$ cat src/pkg/evroute_pkg.sv
// Constants, field layouts and types for the event user routing and status block.
// Assumes one 250 MHz bus clock and a single AHB-Lite slave port on the register side.
`default_nettype none

package evroute_pkg;
	localparam int          NUM_CH      = 12;
	localparam int          NUM_USERS   = 29;
	localparam int          LO_N        = 8;
	localparam int          HI_N        = 4;
	// Register byte offsets
	localparam logic [7:0]  ADDR_USER    = 8'h08;
	localparam logic [7:0]  ADDR_CHSTAT  = 8'h0C;
	localparam logic [7:0]  ADDR_INTCLR  = 8'h10;
	localparam logic [7:0]  ADDR_INTSET  = 8'h14;
	localparam logic [7:0]  ADDR_IRQSTAT = 8'h18;
	localparam logic [7:0]  ADDR_IRQSCLR = 8'h1C;
	localparam logic [7:0]  ADDR_PATH    = 8'h20;
	// Field positions: ready/overrun in the low halves, busy/event-detected above
	localparam int          POS_RDY_LO  = 0;
	localparam int          POS_BUSY_LO = 8;
	localparam int          POS_RDY_HI  = 16;
	localparam int          POS_BUSY_HI = 24;
	localparam int          POS_USER    = 0;
	localparam int          POS_CHAN    = 8;
	localparam int          FIELD_W     = 5;
	localparam logic [31:0] VALID_MASK  = 32'h0F0F_FFFF;
	localparam logic [31:0] RST_CHSTAT  = 32'h000F_00FF;
	localparam logic [31:0] RST_INTEN   = 32'h0000_0000;
	localparam logic [4:0]  CHAN_NONE   = 5'h00;
	localparam logic [4:0]  CHAN_MAX    = 5'h0C;
	// User selector codes
	localparam logic [4:0]  USER_ANY_FIRST   = 5'h04;
	localparam logic [4:0]  USER_ANY_LAST    = 5'h16;
	localparam logic [4:0]  USER_ASYNC_FIRST = 5'h17;
	localparam logic [4:0]  USER_ASYNC_LAST  = 5'h1A;
	localparam logic [4:0]  USER_DAC         = 5'h1B;
	localparam logic [4:0]  USER_TOUCH       = 5'h1C;
	localparam logic [4:0]  USER_LAST        = 5'h1C;

	typedef enum logic [1:0] {
		PATH_SYNC   = 2'h0,
		PATH_RESYNC = 2'h1,
		PATH_ASYNC  = 2'h2
	} path_t;

	// Spread a 12-bit per-channel vector into its split register layout
	function automatic logic [31:0] spread(input logic [11:0] v, input logic upper);
		logic [31:0] r;
		r = 32'h0000_0000;
		if (upper) begin
			r[POS_BUSY_LO +: LO_N] = v[LO_N-1:0];
			r[POS_BUSY_HI +: HI_N] = v[NUM_CH-1:LO_N];
		end else begin
			r[POS_RDY_LO +: LO_N] = v[LO_N-1:0];
			r[POS_RDY_HI +: HI_N] = v[NUM_CH-1:LO_N];
		end
		return r;
	endfunction
endpackage

`default_nettype wire

$ cat src/pkg/chan_link_if.sv
// Per-channel bundle between the router core and one channel tracker.
// Assumes both ends run on the same bus clock.
`default_nettype none

interface chan_link_if;
	logic                                 event_in;
	logic [evroute_pkg::NUM_USERS-1:0]    attached;
	logic [evroute_pkg::NUM_USERS-1:0]    ack;
	logic [evroute_pkg::NUM_USERS-1:0]    user_ready;
	logic                                 busy;
	logic                                 ready;
	logic [evroute_pkg::NUM_USERS-1:0]    pending;

	modport tracker (input event_in, attached, ack, user_ready, output busy, ready, pending);
	modport core    (output event_in, attached, ack, user_ready, input busy, ready, pending);
endinterface

`default_nettype wire

$ cat src/design/event_user_routing_status.sv
// Event user routing, channel status and interrupt enables, AHB-Lite register slave.
// Assumes channel events come from path logic on hclk and users answer on hclk.
//
// The AHB-Lite interface to the registers was left to the implementer.
`default_nettype none

module event_user_routing_status (
	// Clock and reset
	input  wire logic                                 hclk,
	input  wire logic                                 hresetn,
	// AHB-Lite slave
	input  wire logic                                 hsel,
	input  wire logic [31:0]                          haddr,
	input  wire logic [1:0]                           htrans,
	input  wire logic                                 hwrite,
	input  wire logic [2:0]                           hsize,
	input  wire logic [31:0]                          hwdata,
	input  wire logic                                 hready,
	output logic                                      hreadyout,
	output logic                                      hresp,
	output logic [31:0]                               hrdata,
	// Channels
	input  wire logic [evroute_pkg::NUM_CH-1:0]       chan_event,
	output logic [2*evroute_pkg::NUM_CH-1:0]          chan_path,
	// Event users
	input  wire logic [evroute_pkg::NUM_USERS-1:0]    user_ready,
	input  wire logic [evroute_pkg::NUM_USERS-1:0]    user_ack,
	output logic [evroute_pkg::NUM_USERS-1:0]         user_event,
	// Interrupt sources and line
	input  wire logic [evroute_pkg::NUM_CH-1:0]       evd_event,
	input  wire logic [evroute_pkg::NUM_CH-1:0]       ovr_event,
	output logic                                      irq
);
	localparam int NC = evroute_pkg::NUM_CH;
	localparam int NU = evroute_pkg::NUM_USERS;

	// ==========================================================
	// Bus slave
	logic        wr_r;
	logic [7:0]  addr_r;
	logic [31:0] hrdata_r;
	logic [31:0] rd_mux;
	logic        take;
	logic        wr_user;
	logic        wr_clr;
	logic        wr_set;
	logic        wr_sclr;
	logic        wr_path;

	// Zero wait states: every transfer completes in its first data-phase cycle
	assign take      = hsel && htrans[1] && hready;
	assign hreadyout = 1'b1;
	assign hresp     = 1'b0;
	assign hrdata    = hrdata_r;

	always_ff @(posedge hclk or negedge hresetn) begin
		if (!hresetn) begin
			wr_r    <= 1'b0;
			addr_r  <= 8'h00;
		end else begin
			wr_r    <= take && hwrite;
			addr_r  <= haddr[7:0];
		end
	end

	assign wr_user = wr_r && (addr_r == evroute_pkg::ADDR_USER);
	assign wr_clr  = wr_r && (addr_r == evroute_pkg::ADDR_INTCLR);
	assign wr_set  = wr_r && (addr_r == evroute_pkg::ADDR_INTSET);
	assign wr_sclr = wr_r && (addr_r == evroute_pkg::ADDR_IRQSCLR);
	assign wr_path = wr_r && (addr_r == evroute_pkg::ADDR_PATH);

	// ==========================================================
	// User multiplexer configuration
	logic [4:0]               user_sel_r;
	logic [4:0]               user_chan_r [NU];
	evroute_pkg::path_t       path_r      [NC];
	logic [4:0]               wr_user_code;
	logic [4:0]               wr_chan_code;
	logic [NU-1:0]            allowed;
	logic [NU-1:0]            user_event_r;

	assign wr_user_code = hwdata[evroute_pkg::POS_USER +: evroute_pkg::FIELD_W];
	assign wr_chan_code = hwdata[evroute_pkg::POS_CHAN +: evroute_pkg::FIELD_W];

	// Reserved codes and out-of-range channels are dropped rather than stored
	always_ff @(posedge hclk or negedge hresetn) begin
		if (!hresetn) begin
			user_sel_r <= 5'h00;
			for (int u = 0; u < NU; u++)
				user_chan_r[u] <= evroute_pkg::CHAN_NONE;
		end else if (wr_user && wr_user_code <= evroute_pkg::USER_LAST) begin
			user_sel_r <= wr_user_code;
			if (wr_chan_code <= evroute_pkg::CHAN_MAX)
				user_chan_r[wr_user_code] <= wr_chan_code;
		end
	end

	always_ff @(posedge hclk or negedge hresetn) begin
		if (!hresetn) begin
			for (int c = 0; c < NC; c++)
				path_r[c] <= evroute_pkg::PATH_SYNC;
		end else if (wr_path) begin
			for (int c = 0; c < NC; c++)
				path_r[c] <= evroute_pkg::path_t'(hwdata[2*c +: 2]);
		end
	end

	always_comb begin
		for (int c = 0; c < NC; c++)
			chan_path[2*c +: 2] = path_r[c];
	end

	genvar gu;
	generate
		for (gu = 0; gu < NU; gu++) begin : g_user
			evroute_pkg::path_t upath;
			assign upath = (user_chan_r[gu] == evroute_pkg::CHAN_NONE) ?
				evroute_pkg::PATH_SYNC : path_r[4'(user_chan_r[gu] - 5'h01)];
			user_path_check #(.CODE(5'(gu))) u_check (
				.path    (upath),
				.allowed (allowed[gu])
			);
		end
	endgenerate

	// ==========================================================
	// Channel trackers
	chan_link_if     link [NC] ();
	logic [NC-1:0]   busy;
	logic [NC-1:0]   chan_ready;
	logic [NU-1:0]   attached [NC];

	always_comb begin
		for (int c = 0; c < NC; c++)
			for (int u = 0; u < NU; u++)
				attached[c][u] = allowed[u] && (user_chan_r[u] == 5'(c + 1));
	end

	genvar gc;
	generate
		for (gc = 0; gc < NC; gc++) begin : g_chan
			assign link[gc].event_in   = chan_event[gc];
			assign link[gc].attached   = attached[gc];
			assign link[gc].ack        = user_ack;
			assign link[gc].user_ready = user_ready;
			assign busy[gc]            = link[gc].busy;
			assign chan_ready[gc]      = link[gc].ready;
			chan_tracker u_trk (
				.hclk    (hclk),
				.hresetn (hresetn),
				.link    (link[gc])
			);
		end
	endgenerate

	// Forward each channel event to the users attached to it
	always_ff @(posedge hclk or negedge hresetn) begin
		if (!hresetn) begin
			user_event_r <= '0;
		end else begin
			for (int u = 0; u < NU; u++) begin
				user_event_r[u] <= 1'b0;
				for (int c = 0; c < NC; c++)
					if (attached[c][u] && chan_event[c])
						user_event_r[u] <= 1'b1;
			end
		end
	end
	assign user_event = user_event_r;

	// ==========================================================
	// Interrupt enables and sticky status
	logic [31:0] en_r;
	logic [31:0] en_nxt;
	logic [31:0] st_r;
	logic [31:0] st_set;

	always_comb begin
		en_nxt = en_r;
		if (wr_set)
			en_nxt = en_nxt | (hwdata & evroute_pkg::VALID_MASK);
		if (wr_clr)
			en_nxt = en_nxt & ~(hwdata & evroute_pkg::VALID_MASK);
	end

	always_ff @(posedge hclk or negedge hresetn) begin
		if (!hresetn)
			en_r <= evroute_pkg::RST_INTEN;
		else
			en_r <= en_nxt;
	end

	assign st_set = evroute_pkg::spread(evd_event, 1'b1) | evroute_pkg::spread(ovr_event, 1'b0);

	// Set beats clear so an event landing on the clear write is kept
	always_ff @(posedge hclk or negedge hresetn) begin
		if (!hresetn)
			st_r <= 32'h0000_0000;
		else if (wr_sclr)
			st_r <= (st_r & ~hwdata) | st_set;
		else
			st_r <= st_r | st_set;
	end

	assign irq = |(st_r & en_r);

	// ==========================================================
	// Read path
	logic [31:0] chstat;
	assign chstat = evroute_pkg::spread(busy, 1'b1) | evroute_pkg::spread(chan_ready, 1'b0);

	// Reads are sampled in the address phase, so a read whose address phase overlaps
	// a write's data phase returns the value from before that write
	always_comb begin
		rd_mux = 32'h0000_0000;
		case (haddr[7:0])
			evroute_pkg::ADDR_USER: begin
				rd_mux[evroute_pkg::POS_USER +: evroute_pkg::FIELD_W] = user_sel_r;
				rd_mux[evroute_pkg::POS_CHAN +: evroute_pkg::FIELD_W] = user_chan_r[user_sel_r];
			end
			evroute_pkg::ADDR_CHSTAT:  rd_mux = chstat;
			evroute_pkg::ADDR_INTCLR:  rd_mux = en_r;
			evroute_pkg::ADDR_INTSET:  rd_mux = en_r;
			evroute_pkg::ADDR_IRQSTAT: rd_mux = st_r;
			evroute_pkg::ADDR_PATH: begin
				for (int c = 0; c < NC; c++)
					rd_mux[2*c +: 2] = path_r[c];
			end
			default: rd_mux = 32'h0000_0000;
		endcase
	end

	always_ff @(posedge hclk or negedge hresetn) begin
		if (!hresetn)
			hrdata_r <= 32'h0000_0000;
		else if (take && !hwrite)
			hrdata_r <= rd_mux;
	end

	// ==========================================================
	// Checks
	AST_USER_RDY_DROP: assert property (@(posedge hclk) disable iff (!hresetn)
		((attached[3] & ~user_ready) != '0) |-> !chstat[evroute_pkg::POS_RDY_LO + 3])
		else $error("channel 3 ready while an attached user is not");
	AST_RDY_ALL: assert property (@(posedge hclk) disable iff (!hresetn)
		((attached[9] & ~user_ready) == '0) |-> chstat[evroute_pkg::POS_RDY_HI + 1])
		else $error("channel 9 not ready though all users are");
	AST_CLR_WRITE: assert property (@(posedge hclk) disable iff (!hresetn)
		wr_clr && hwdata[evroute_pkg::POS_BUSY_HI] |=> !en_r[evroute_pkg::POS_BUSY_HI])
		else $error("event-detected enable of channel 8 not cleared");
	AST_CLR_OVR: assert property (@(posedge hclk) disable iff (!hresetn)
		wr_clr && hwdata[evroute_pkg::POS_RDY_LO] |=> !en_r[evroute_pkg::POS_RDY_LO])
		else $error("overrun enable of channel 0 not cleared");
	AST_ZERO_KEEP: assert property (@(posedge hclk) disable iff (!hresetn)
		wr_clr && !wr_set |=> ((en_r & ~$past(hwdata)) == ($past(en_r) & ~$past(hwdata))))
		else $error("zero bits of a clear write changed an enable");
	AST_SET_SHARED: assert property (@(posedge hclk) disable iff (!hresetn)
		wr_set && !wr_clr |=> ((en_r & $past(hwdata) & evroute_pkg::VALID_MASK)
			== ($past(hwdata) & evroute_pkg::VALID_MASK)))
		else $error("set enable not held in the shared enable state");
	AST_SET_READ: assert property (@(posedge hclk) disable iff (!hresetn)
		take && !hwrite && haddr[7:0] == evroute_pkg::ADDR_INTSET |=> hrdata == $past(en_r))
		else $error("set register read differs from enable state");
	AST_CLR_READ: assert property (@(posedge hclk) disable iff (!hresetn)
		take && !hwrite && haddr[7:0] == evroute_pkg::ADDR_INTCLR |=> hrdata == $past(en_r))
		else $error("clear register read differs from enable state");
	AST_RESERVED_ZERO: assert property (@(posedge hclk) disable iff (!hresetn)
		(en_r & ~evroute_pkg::VALID_MASK) == '0 && (chstat & ~evroute_pkg::VALID_MASK) == '0)
		else $error("unused bit reads as one");
	AST_ASYNC_ONLY: assert property (@(posedge hclk) disable iff (!hresetn)
		allowed[evroute_pkg::USER_ASYNC_FIRST] && user_chan_r[evroute_pkg::USER_ASYNC_FIRST] != '0
		|-> path_r[4'(user_chan_r[evroute_pkg::USER_ASYNC_FIRST] - 5'h01)] == evroute_pkg::PATH_ASYNC)
		else $error("converter start attached over a non-async path");
	AST_TOUCH_ASYNC: assert property (@(posedge hclk) disable iff (!hresetn)
		allowed[evroute_pkg::USER_TOUCH] && user_chan_r[evroute_pkg::USER_TOUCH] != '0
		|-> path_r[4'(user_chan_r[evroute_pkg::USER_TOUCH] - 5'h01)] == evroute_pkg::PATH_ASYNC)
		else $error("touch start attached over a non-async path");
	AST_ANY_PATH: assert property (@(posedge hclk) disable iff (!hresetn)
		user_chan_r[evroute_pkg::USER_ANY_LAST] != evroute_pkg::CHAN_NONE
		|-> attached[4'(user_chan_r[evroute_pkg::USER_ANY_LAST] - 5'h01)]
			[evroute_pkg::USER_ANY_LAST])
		else $error("timer user refused by its channel");
	AST_BUSY_REG: assert property (@(posedge hclk) disable iff (!hresetn)
		!busy[11] |-> !chstat[evroute_pkg::POS_BUSY_HI + 3])
		else $error("channel 11 busy shown while idle");
	// An event reaches an attached user and marks its channel busy on the same edge
	AST_EVENT_FWD: assert property (@(posedge hclk) disable iff (!hresetn)
		chan_event[NC-1] && attached[NC-1][evroute_pkg::USER_ANY_LAST]
		|=> user_event[evroute_pkg::USER_ANY_LAST] && busy[NC-1])
		else $error("event on channel 11 not forwarded or not marked busy");
	// Detaching the last user must not leave a channel stuck busy
	AST_DETACH_IDLE: assert property (@(posedge hclk) disable iff (!hresetn)
		attached[1] == '0 |=> !busy[1])
		else $error("channel 1 busy with no users attached");
endmodule

`default_nettype wire

$ cat src/design/user_path_check.sv
// Decides whether one event user may take the path type of its channel.
// Assumes a constant user code per instance.
`default_nettype none

module user_path_check #(
	parameter logic [4:0] CODE = 5'h00
) (
	// Path of the channel the user points at
	input  wire evroute_pkg::path_t path,
	// Verdict
	output logic                    allowed
);
	always_comb begin
		if (CODE < evroute_pkg::USER_ANY_FIRST)
			allowed = (path == evroute_pkg::PATH_RESYNC);
		else if (CODE <= evroute_pkg::USER_ANY_LAST)
			allowed = 1'b1;
		else if (CODE <= evroute_pkg::USER_ASYNC_LAST)
			allowed = (path == evroute_pkg::PATH_ASYNC);
		else if (CODE == evroute_pkg::USER_DAC)
			allowed = 1'b1;
		else if (CODE == evroute_pkg::USER_TOUCH)
			allowed = (path == evroute_pkg::PATH_ASYNC);
		else
			allowed = 1'b0;
	end
endmodule

`default_nettype wire

$ cat src/design/chan_tracker.sv
// Tracks which attached users still owe an acknowledge for the last channel event.
// Assumes event and acknowledge pulses are on the bus clock.
`default_nettype none

module chan_tracker (
	// Clock and reset
	input  wire logic         hclk,
	input  wire logic         hresetn,
	// Channel bundle
	chan_link_if.tracker      link
);
	logic [evroute_pkg::NUM_USERS-1:0] pending_r;
	logic [evroute_pkg::NUM_USERS-1:0] pending_nxt;

	// A new event re-arms every attached user; an ack in the same cycle is for the old one
	always_comb begin
		pending_nxt = pending_r & ~link.ack & link.attached;
		if (link.event_in)
			pending_nxt = link.attached;
	end

	always_ff @(posedge hclk or negedge hresetn) begin
		if (!hresetn)
			pending_r <= '0;
		else
			pending_r <= pending_nxt;
	end

	assign link.busy    = |pending_r;
	assign link.pending = pending_r;
	// No attached user counts as ready, matching the reset view
	assign link.ready   = &(link.user_ready | ~link.attached);

	AST_BUSY_SET: assert property (@(posedge hclk) disable iff (!hresetn)
		link.event_in && (|link.attached) ##1 (|link.attached) |-> link.busy)
		else $error("busy not set after event on channel with users");
	AST_IDLE_CLEAR: assert property (@(posedge hclk) disable iff (!hresetn)
		link.busy && !link.event_in && ((pending_r & ~link.ack) == '0) |=> !link.busy)
		else $error("busy still set after all users handled the event");
endmodule

`default_nettype wire

$ cat config.mk
export PLATFORM = sky130hd
export DESIGN_NAME = event_user_routing_status
export DESIGN_NICKNAME = d
export VERILOG_FILES = /design/src/pkg/evroute_pkg.sv /design/src/pkg/chan_link_if.sv /design/src/design/event_user_routing_status.sv /design/src/design/user_path_check.sv /design/src/design/chan_tracker.sv
export SDC_FILE = /design/constraint.sdc
export NUM_CORES = 2
export LEC_CHECK = 0
export BUFFER_PORTS_ARGS = -buffer_cell sky130_fd_sc_hd__clkbuf_2
export CAP_MARGIN = 30
export CORE_UTILIZATION = 60
export CTS_BUF_LIST = sky130_fd_sc_hd__clkbuf_2 sky130_fd_sc_hd__clkbuf_4 sky130_fd_sc_hd__clkbuf_8
export CTS_CLUSTER_DIAMETER = 150
export CTS_CLUSTER_SIZE = 40
export DETAILED_ROUTE_END_ITERATION = 8
export PLACE_DENSITY = 0.79
export SYNTH_ARGS = -nofsm -noshare
export SYNTH_HDL_FRONTEND = slang
export SYNTH_SLANG_ARGS = --single-unit
$ cat constraint.sdc
create_clock -name hclk -period 4.1 [get_ports hclk]
set_clock_uncertainty 0.2 [all_clocks]
set_input_delay 0.615 -clock hclk [delete_from_list [all_inputs] [get_ports hclk]]
set_output_delay 0.615 -clock hclk [all_outputs]
set_load 0.01 [all_outputs]
; After elaboration in Yosys (flattened, before gate mapping)
; Cells that the tools add are included.
; Widths: inputs -> output; s select.
[word_totals]
regBits = 656
inputBits = 168
wordCells = 1435
[classes]
n_addsub = 9
n_lt_le_gt_ge = 14
eq_ne = 368
muxes = 410
bitwise = 70
n_reduce_logical = 504
[ops]
columns = cell, count
row1 = $eq 5x4->1 const B, 145
row2 = $and 29x29->29, 24
row3 = $eq 5x3->1 const B, 116
row4 = $logic_and 1x1->1, 467
row5 = $not 29->29, 13
row6 = $mux 1, 348
row7 = $mux 29, 12
row8 = $or 29x29->29, 12
row9 = $reduce_and 29->1, 12
row10 = $reduce_or 29->1, 12
row11 = $eq 5x2->1 const B, 58
row12 = $bwmux 145, 1
row13 = $eq 5x1->1 const B, 29
row14 = $and 32x32->32, 3
row15 = $mux 32, 3
row16 = $or 32x28->32, 3
row17 = $bmux 2 s4, 9
row18 = $or 28x20->28, 2
row19 = $mux 2, 27
row20 = $pmux 5 s5, 2
row21 = $eq 8x5->1 const B, 6
row22 = $ge 5x5->1 const B, 9
row23 = $logic_not 5->1, 9
row24 = $not 4->5, 9
row25 = 22 further kinds, 44

; Depth between registers and ports, before layout
[depth]
ltp_word = 21
depth_mapped = 14
ltp_nobuf = 10

; Modules after synthesis
; A second synthesis with hierarchy kept.
[hier_totals]
cells_unflattened = 5079
hier_area_um2 = 45164.6
[modules_own_cells]
columns = mod, n_inst, cells_each, area_per_inst_um2, seq_area_each_um2
row1 = event_user_routing_status, 1, 2978, 27969.3, 7507.2
row2 = chan_tracker, 12, 171, 1403.8, 725.7
row3 = user_path_check (g_user[10].u_check ...), 20, 2, 11.3, 0.0
row4 = user_path_check (g_user[0].u_check ...), 9, 1, 13.8, 0.0

; Worst setup path before layout
; OpenSTA, ideal clock, no wires.
[synth_path]
kind = register to register
start = reg user_chan_r[135] (netlist bit)
end = reg hrdata_r[0] (netlist: hrdata[0])
arrival_ns = 3.273
required_time_ns = 3.824
path_slack_ns = 0.550
stages_incl_launch_ff = 15
synth_period_minus_slack_ns = 3.550
cell_sequence = dfrtp_1 -> buf_2 -> clkbuf_1 -> inv_1 -> ha_1 -> buf_1 -> mux4_2 -> a21bo_2 -> mux2i_1 -> nand3_1 -> buf_2 -> nor4_1 -> a31o_1 -> or4_1 -> o21ai_1
[synth_via]
elab_chain_len = 13
elab_cells_between_ends = 15
classes_between = add/sub (1) / eq/ne (2) / mux (5) / bitwise (4) / reduce/logical (3)
[synth_lines]
columns = element, line_no
row1 = from (decl), event_user_routing_status.sv:75  ; logic [4:0] user_chan_r [NU];
row2 = "from (signal, indexed assignment)", event_user_routing_status.sv:90  ; user_chan_r[u] <= evroute_pkg::CHAN_NONE;
row3 = "from (signal, indexed assignment)", event_user_routing_status.sv:94  ; user_chan_r[wr_user_code] <= wr_chan_code;
row4 = $sub 4x1->4, event_user_routing_status.sv:118  ; evroute_pkg::PATH_SYNC : path_r[4'(user_chan_r[gu] - 5'h01)];
row5 = $not 4->5 (not written as such), event_user_routing_status.sv:118
row6 = $bmux 2 s4, event_user_routing_status.sv:118
row7 = $mux 2 (not written as such) (2 in a row), event_user_routing_status.sv:118
row8 = $mux 2, event_user_routing_status.sv:117  ; assign upath = (user_chan_r[gu] == evroute_pkg::CHAN_NONE) ?
row9 = $eq 2x1->1, user_path_check.sv:15  ; allowed = (path == evroute_pkg::PATH_RESYNC);
row10 = $logic_and 1x1->1 *, event_user_routing_status.sv:136  ; attached[c][u] = allowed[u] && (user_chan_r[u] == 5'(c + 1));
row11 = $not 29->29 *, chan_tracker.sv:32  ; assign link.ready = &(link.user_ready | ~link.attached);
row12 = $or 29x29->29 *, chan_tracker.sv:32
row13 = $reduce_and 29->1 *, chan_tracker.sv:32
row14 = $or 28x20->28 *, event_user_routing_status.sv:210  ; assign chstat = evroute_pkg::spread(busy, 1'b1) | evroute_pkg::spread(chan_ready, 1'b0);
row15 = $pmux 5 s5 *, event_user_routing_status.sv:216  ; case (haddr[7:0])
row16 = to (signal assigned), event_user_routing_status.sv:237  ; hrdata_r <= rd_mux;
row17 = to (decl), event_user_routing_status.sv:41  ; logic [31:0] hrdata_r;
; Every way passes the cells marked *; elsewhere a longest branch is shown, timed or not. The select of a mux whose other input is x is not followed.
; A chain may end at the register's enable or synchronous reset.

; Worst setup path in the final report
[layout_path]
start = reg user_chan_r[67] (netlist bit)
end = reg hrdata_r[7] (netlist: hrdata[7])
[layout_via]
elab_chain_len = 6
[layout_lines]
columns = element, line_no
row1 = $eq 5x4->1, event_user_routing_status.sv:136
row2 = $not 29->29, chan_tracker.sv:32
row3 = $or 29x29->29, chan_tracker.sv:32
row4 = $reduce_and 29->1, chan_tracker.sv:32
row5 = $or 28x20->28, event_user_routing_status.sv:210
row6 = $pmux 3 s4, event_user_routing_status.sv:216
; Every way passes these cells.

==> flow_metrics.py <==
metrics = {
    "critical_path": {
        "path_common_cell": "or4_1",
        "crit_start": "user_chan_r[67]$_DFFE_PN0P_",
        "crit_chain": "or3_1 > nor3_1 > or4_1 > or4_1 > nor4_2 > o311ai_1 > or4_1 > o31ai_1",
        "cp_max_fo": 9,
        "startpoint_type": "flop",
        "worstPathRequired_ps": 4590,
        "cp_num_buf_inv": 0,
        "path_delay_family": "simple AND/OR/NAND/NOR gates",
        "end_kind": "flop",
        "cp_slowest_cell": "dfrtp_1",
        "critPathKind": "flop to flop",
        "cpPeakStageDelay_ps": 620,
        "reg2reg_from": "user_chan_r[67]$_DFFE_PN0P_",
        "worstPathArrival_ps": 4420,
    },
    "cells_and_area": {
        "finish.utilization": 0.673,
        "drive_gt1_frac": 0.173,
        "syn_to_final_growth_pct": 10.4,
        "fin_nets": 4365,
    },
    "sta": {
        "worst_pin_slew_ps": 1140,
        "finalSetupViolCount": 0,
        "slew_violations": 0,
        "fmax_mhz": 255,
        "hold_violations": 0,
        "period_needed_ps": 3930,
        "post-route-period-util": 0.958,
        "rsz0062_at_grt": "false",
        "slew_headroom": 0.239,
        "setup_tns_ps": 0,
    },
    "detailed_routing": {
        "post-route-drc-count": 0,
        "routedWlPerCell_um": 37.4,
        "via_count": 39118,
        "vias_per_cell": 7.89,
        "ant_nets": 0,
        "dr.pass1.iters": 9,
        "drt-initial-drc-count": 8129,
        "routed_wl_um": 185000,
    },
    "floorplanning": {
        "start_util": 0.609,
        "core_area_um2": 60600,
        "die_w_um": 250,
        "dieArea_um2": 62500,
        "rows": 90,
        "io_pins": 256,
        "die_height_um": 250,
    },
    "pwr": {
        "cellInternalPower_uw": 7280,
        "max-vdd-ir-drop_mv": 0.381,
        "clock_power_share": 0.246,
        "powerDensity_nw_per_um2": 251,
        "power_frac_comb": 0.119,
        "p_leak_uw": 0.0171,
        "switchingPower_uw": 2950,
        "p_seq_frac": 0.635,
        "swShare": 0.288,
    },
    "clocking": {
        "cts_htree_levels": 1,
        "clkSlewWorstSetupHoldPaths_ps": 260,
        "clockBufferDepth": 3,
        "insertion_delay_ps": 800,
        "postCtsSetupBuffers": 0,
        "cts_buffers": 20,
        "root_buffer": "clkbuf_8",
        "numClockSinks": 648,
        "cts_tree": "yes",
    },
    "placed_design": {
        "gpl.final_weighted_congestion": 1.14,
        "place_hpwl_um": 135000,
        "io_buffers": 225,
    },
    "grt": {
        "grt_pass1_vias": 36223,
        "grt_pass1_wl_um": 260000,
        "antenna_found_initial": 18,
        "overflow": 0,
        "globalRouteTotalUtil": 0.580,
        "grt_max_degree": 94,
    },
    "synthesis": {
        "ys_ff_latch": 648,
        "postSynthCellCount": 3930,
        "syn_nets": 4134,
        "synthArstFlopShare": 1.00,
        "yosysSeqAreaShare": 0.439,
        "synth.most_common_cell": "dfrtp_1",
        "synthTopCellsByCount": "648 x dfrtp_1, 477 x a21oi_1, 338 x nor3_1, 254 x clkbuf_1, 248 x nor2_1",
        "ys.flop_type": "dfrtp_1",
        "synth_area_per_cell_um2": 9.39,
        "synth_edf_count": 0,
        "ys_types": 94,
        "yosysWarnings": 0,
        "yosys.area.top_type_share": 0.439,
        "synth_area_leaders": "dfrtp_1 44%, a21oi_1 6.5%, mux4_2 4.6%, nor3_1 4.6%, mux2_2 3.8%",
        "yosys.area.top_type": "dfrtp_1",
        "netlist_area_um2": 36900,
    },
    "outcome": {
        "status": "finished clean",
    },
    "hold_path": {
        "hp-start": "chan_event[10]",
        "hp-class": "primary input to flop",
    },
    "job": {
        "drv_cap": 0,
    },
}
==> worst paths after layout <==
check	slack, ps	endpoint	cells after the start
setup / recovery	170	hrdata[7]$_DFFE_PN0P_	8
hold / removal	30	g_chan[10].u_trk.link.pending[0]$_DFF_PN0_	3
setup reg to reg	170	hrdata[7]$_DFFE_PN0P_	8
hold reg to reg	320	hrdata[30]$_DFFE_PN0P_	2
max in group asynchronous	2260	chan_path[2]$_DFFE_PN0P_	4
min in group asynchronous	270	g_chan[11].u_trk.link.pending[21]$_DFF_PN0_	2
==> cells by family (layout without fill, tap and decap cells) <==
group	after synthesis	in the layout	synth area share
simple gates	1603	1603	0.235
compound gates	952	952	0.161
flops	648	648	0.439
buf+inv	394	628	0.0411
mux	282	282	0.108
fa+ha+maj	36	36	0.0122
xor+xnor	13	13	0.00308
other cells	2	16	0.000203
==> flip-flops by register name (all words and copies together), names as in the netlist, named ones only <==
name	flops
g_chan.u_trk.link.pending	348
addr_r	8
wr_r	1
user_chan_r	145
chan_path	24
hrdata	32
user_sel_r	5
user_event	29
st_r	32
==> power by group through the flow <==
stage               Sequential [uW]  Clock, uW  Combinational, uW
floorplan                      6610          0                422
global placement               6600          0               1060
detailed placement             6600          0               1070
CTS                            6490       2450               1120
global route                   6500       2620               1230
finish                         6500       2520               1220
==> through the flow <==
stage | hold WS [ps] | setup slack (ps) | power (uW) | instance area [um^2] | instances
2_1_floorplan | 119 | 550 | 7030 | 36900 | 3930
3_3_place_gp | 253 | 334 | 7650 | 39600 | 4847
3_5_place_dp | 265 | 147 | 7670 | 39700 | 4849
4_1_cts | 22.8 | 329 | 10100 | 40700 | 4944
5_1_grt | 77.3 | 18.0 | 10300 | 40700 | 4948
6_report | 29.4 | 172 | 10200 | 40800 | 4960
==> worst reg2reg max path: stages, from the launching register on <==
cell,delay (ps)
dfrtp_1,620
or3_1,360
nor3_1,130
or4_1,460
or4_1,540
nor4_2,510
o311ai_1,220
or4_1,530
o31ai_1,240
==> final cells by class <==
cell class | instances | area (um^2)
diodes | 14 | 35.0
clock buffers | 22 | 290
clock inverters | 3 | 50.0
fillers | 4810 | 19800
inverters | 85 | 319
multi-input cells | 2888 | 19200
flip-flops and latches | 648 | 16200
well taps | 782 | 978
repair buffers | 518 | 3660
==> cells in the final DEF (no fill, tap or decap), types with 84 or more instances in the layout <==
cell      Yosys  layout
dfrtp_1     648     646
a21oi_1     477     477
nor3_1      338     337
nor2_1      248     247
nand2_1     233     233
clkbuf_2      0     225
buf_4         2     208
nor4_1      148     148
nand2b_1    128     128
mux2_2      126     126
nor2b_1      89      89
nand3_1      84      84
==> timing repair <==
item / 4_1_cts / 5_1_grt
hold buffers: 70 / 0
setup endpoints to repair: 0 / 3
gates resized for setup: 0 / 1
hold endpoints to repair: 149 / 0
==> layer usage <==
layer / vias up / wire length, um / track usage
li1: 15131 / - / -
met1: 18653 / 62200 / 0.732
met2: 4155 / 71500 / 0.777
met3: 1159 / 33700 / 0.286
met4: 20 / 17900 / 0.395
met5: - / 166 / 0.00463
No activity file was read; power rests on OpenSTA's default activity.
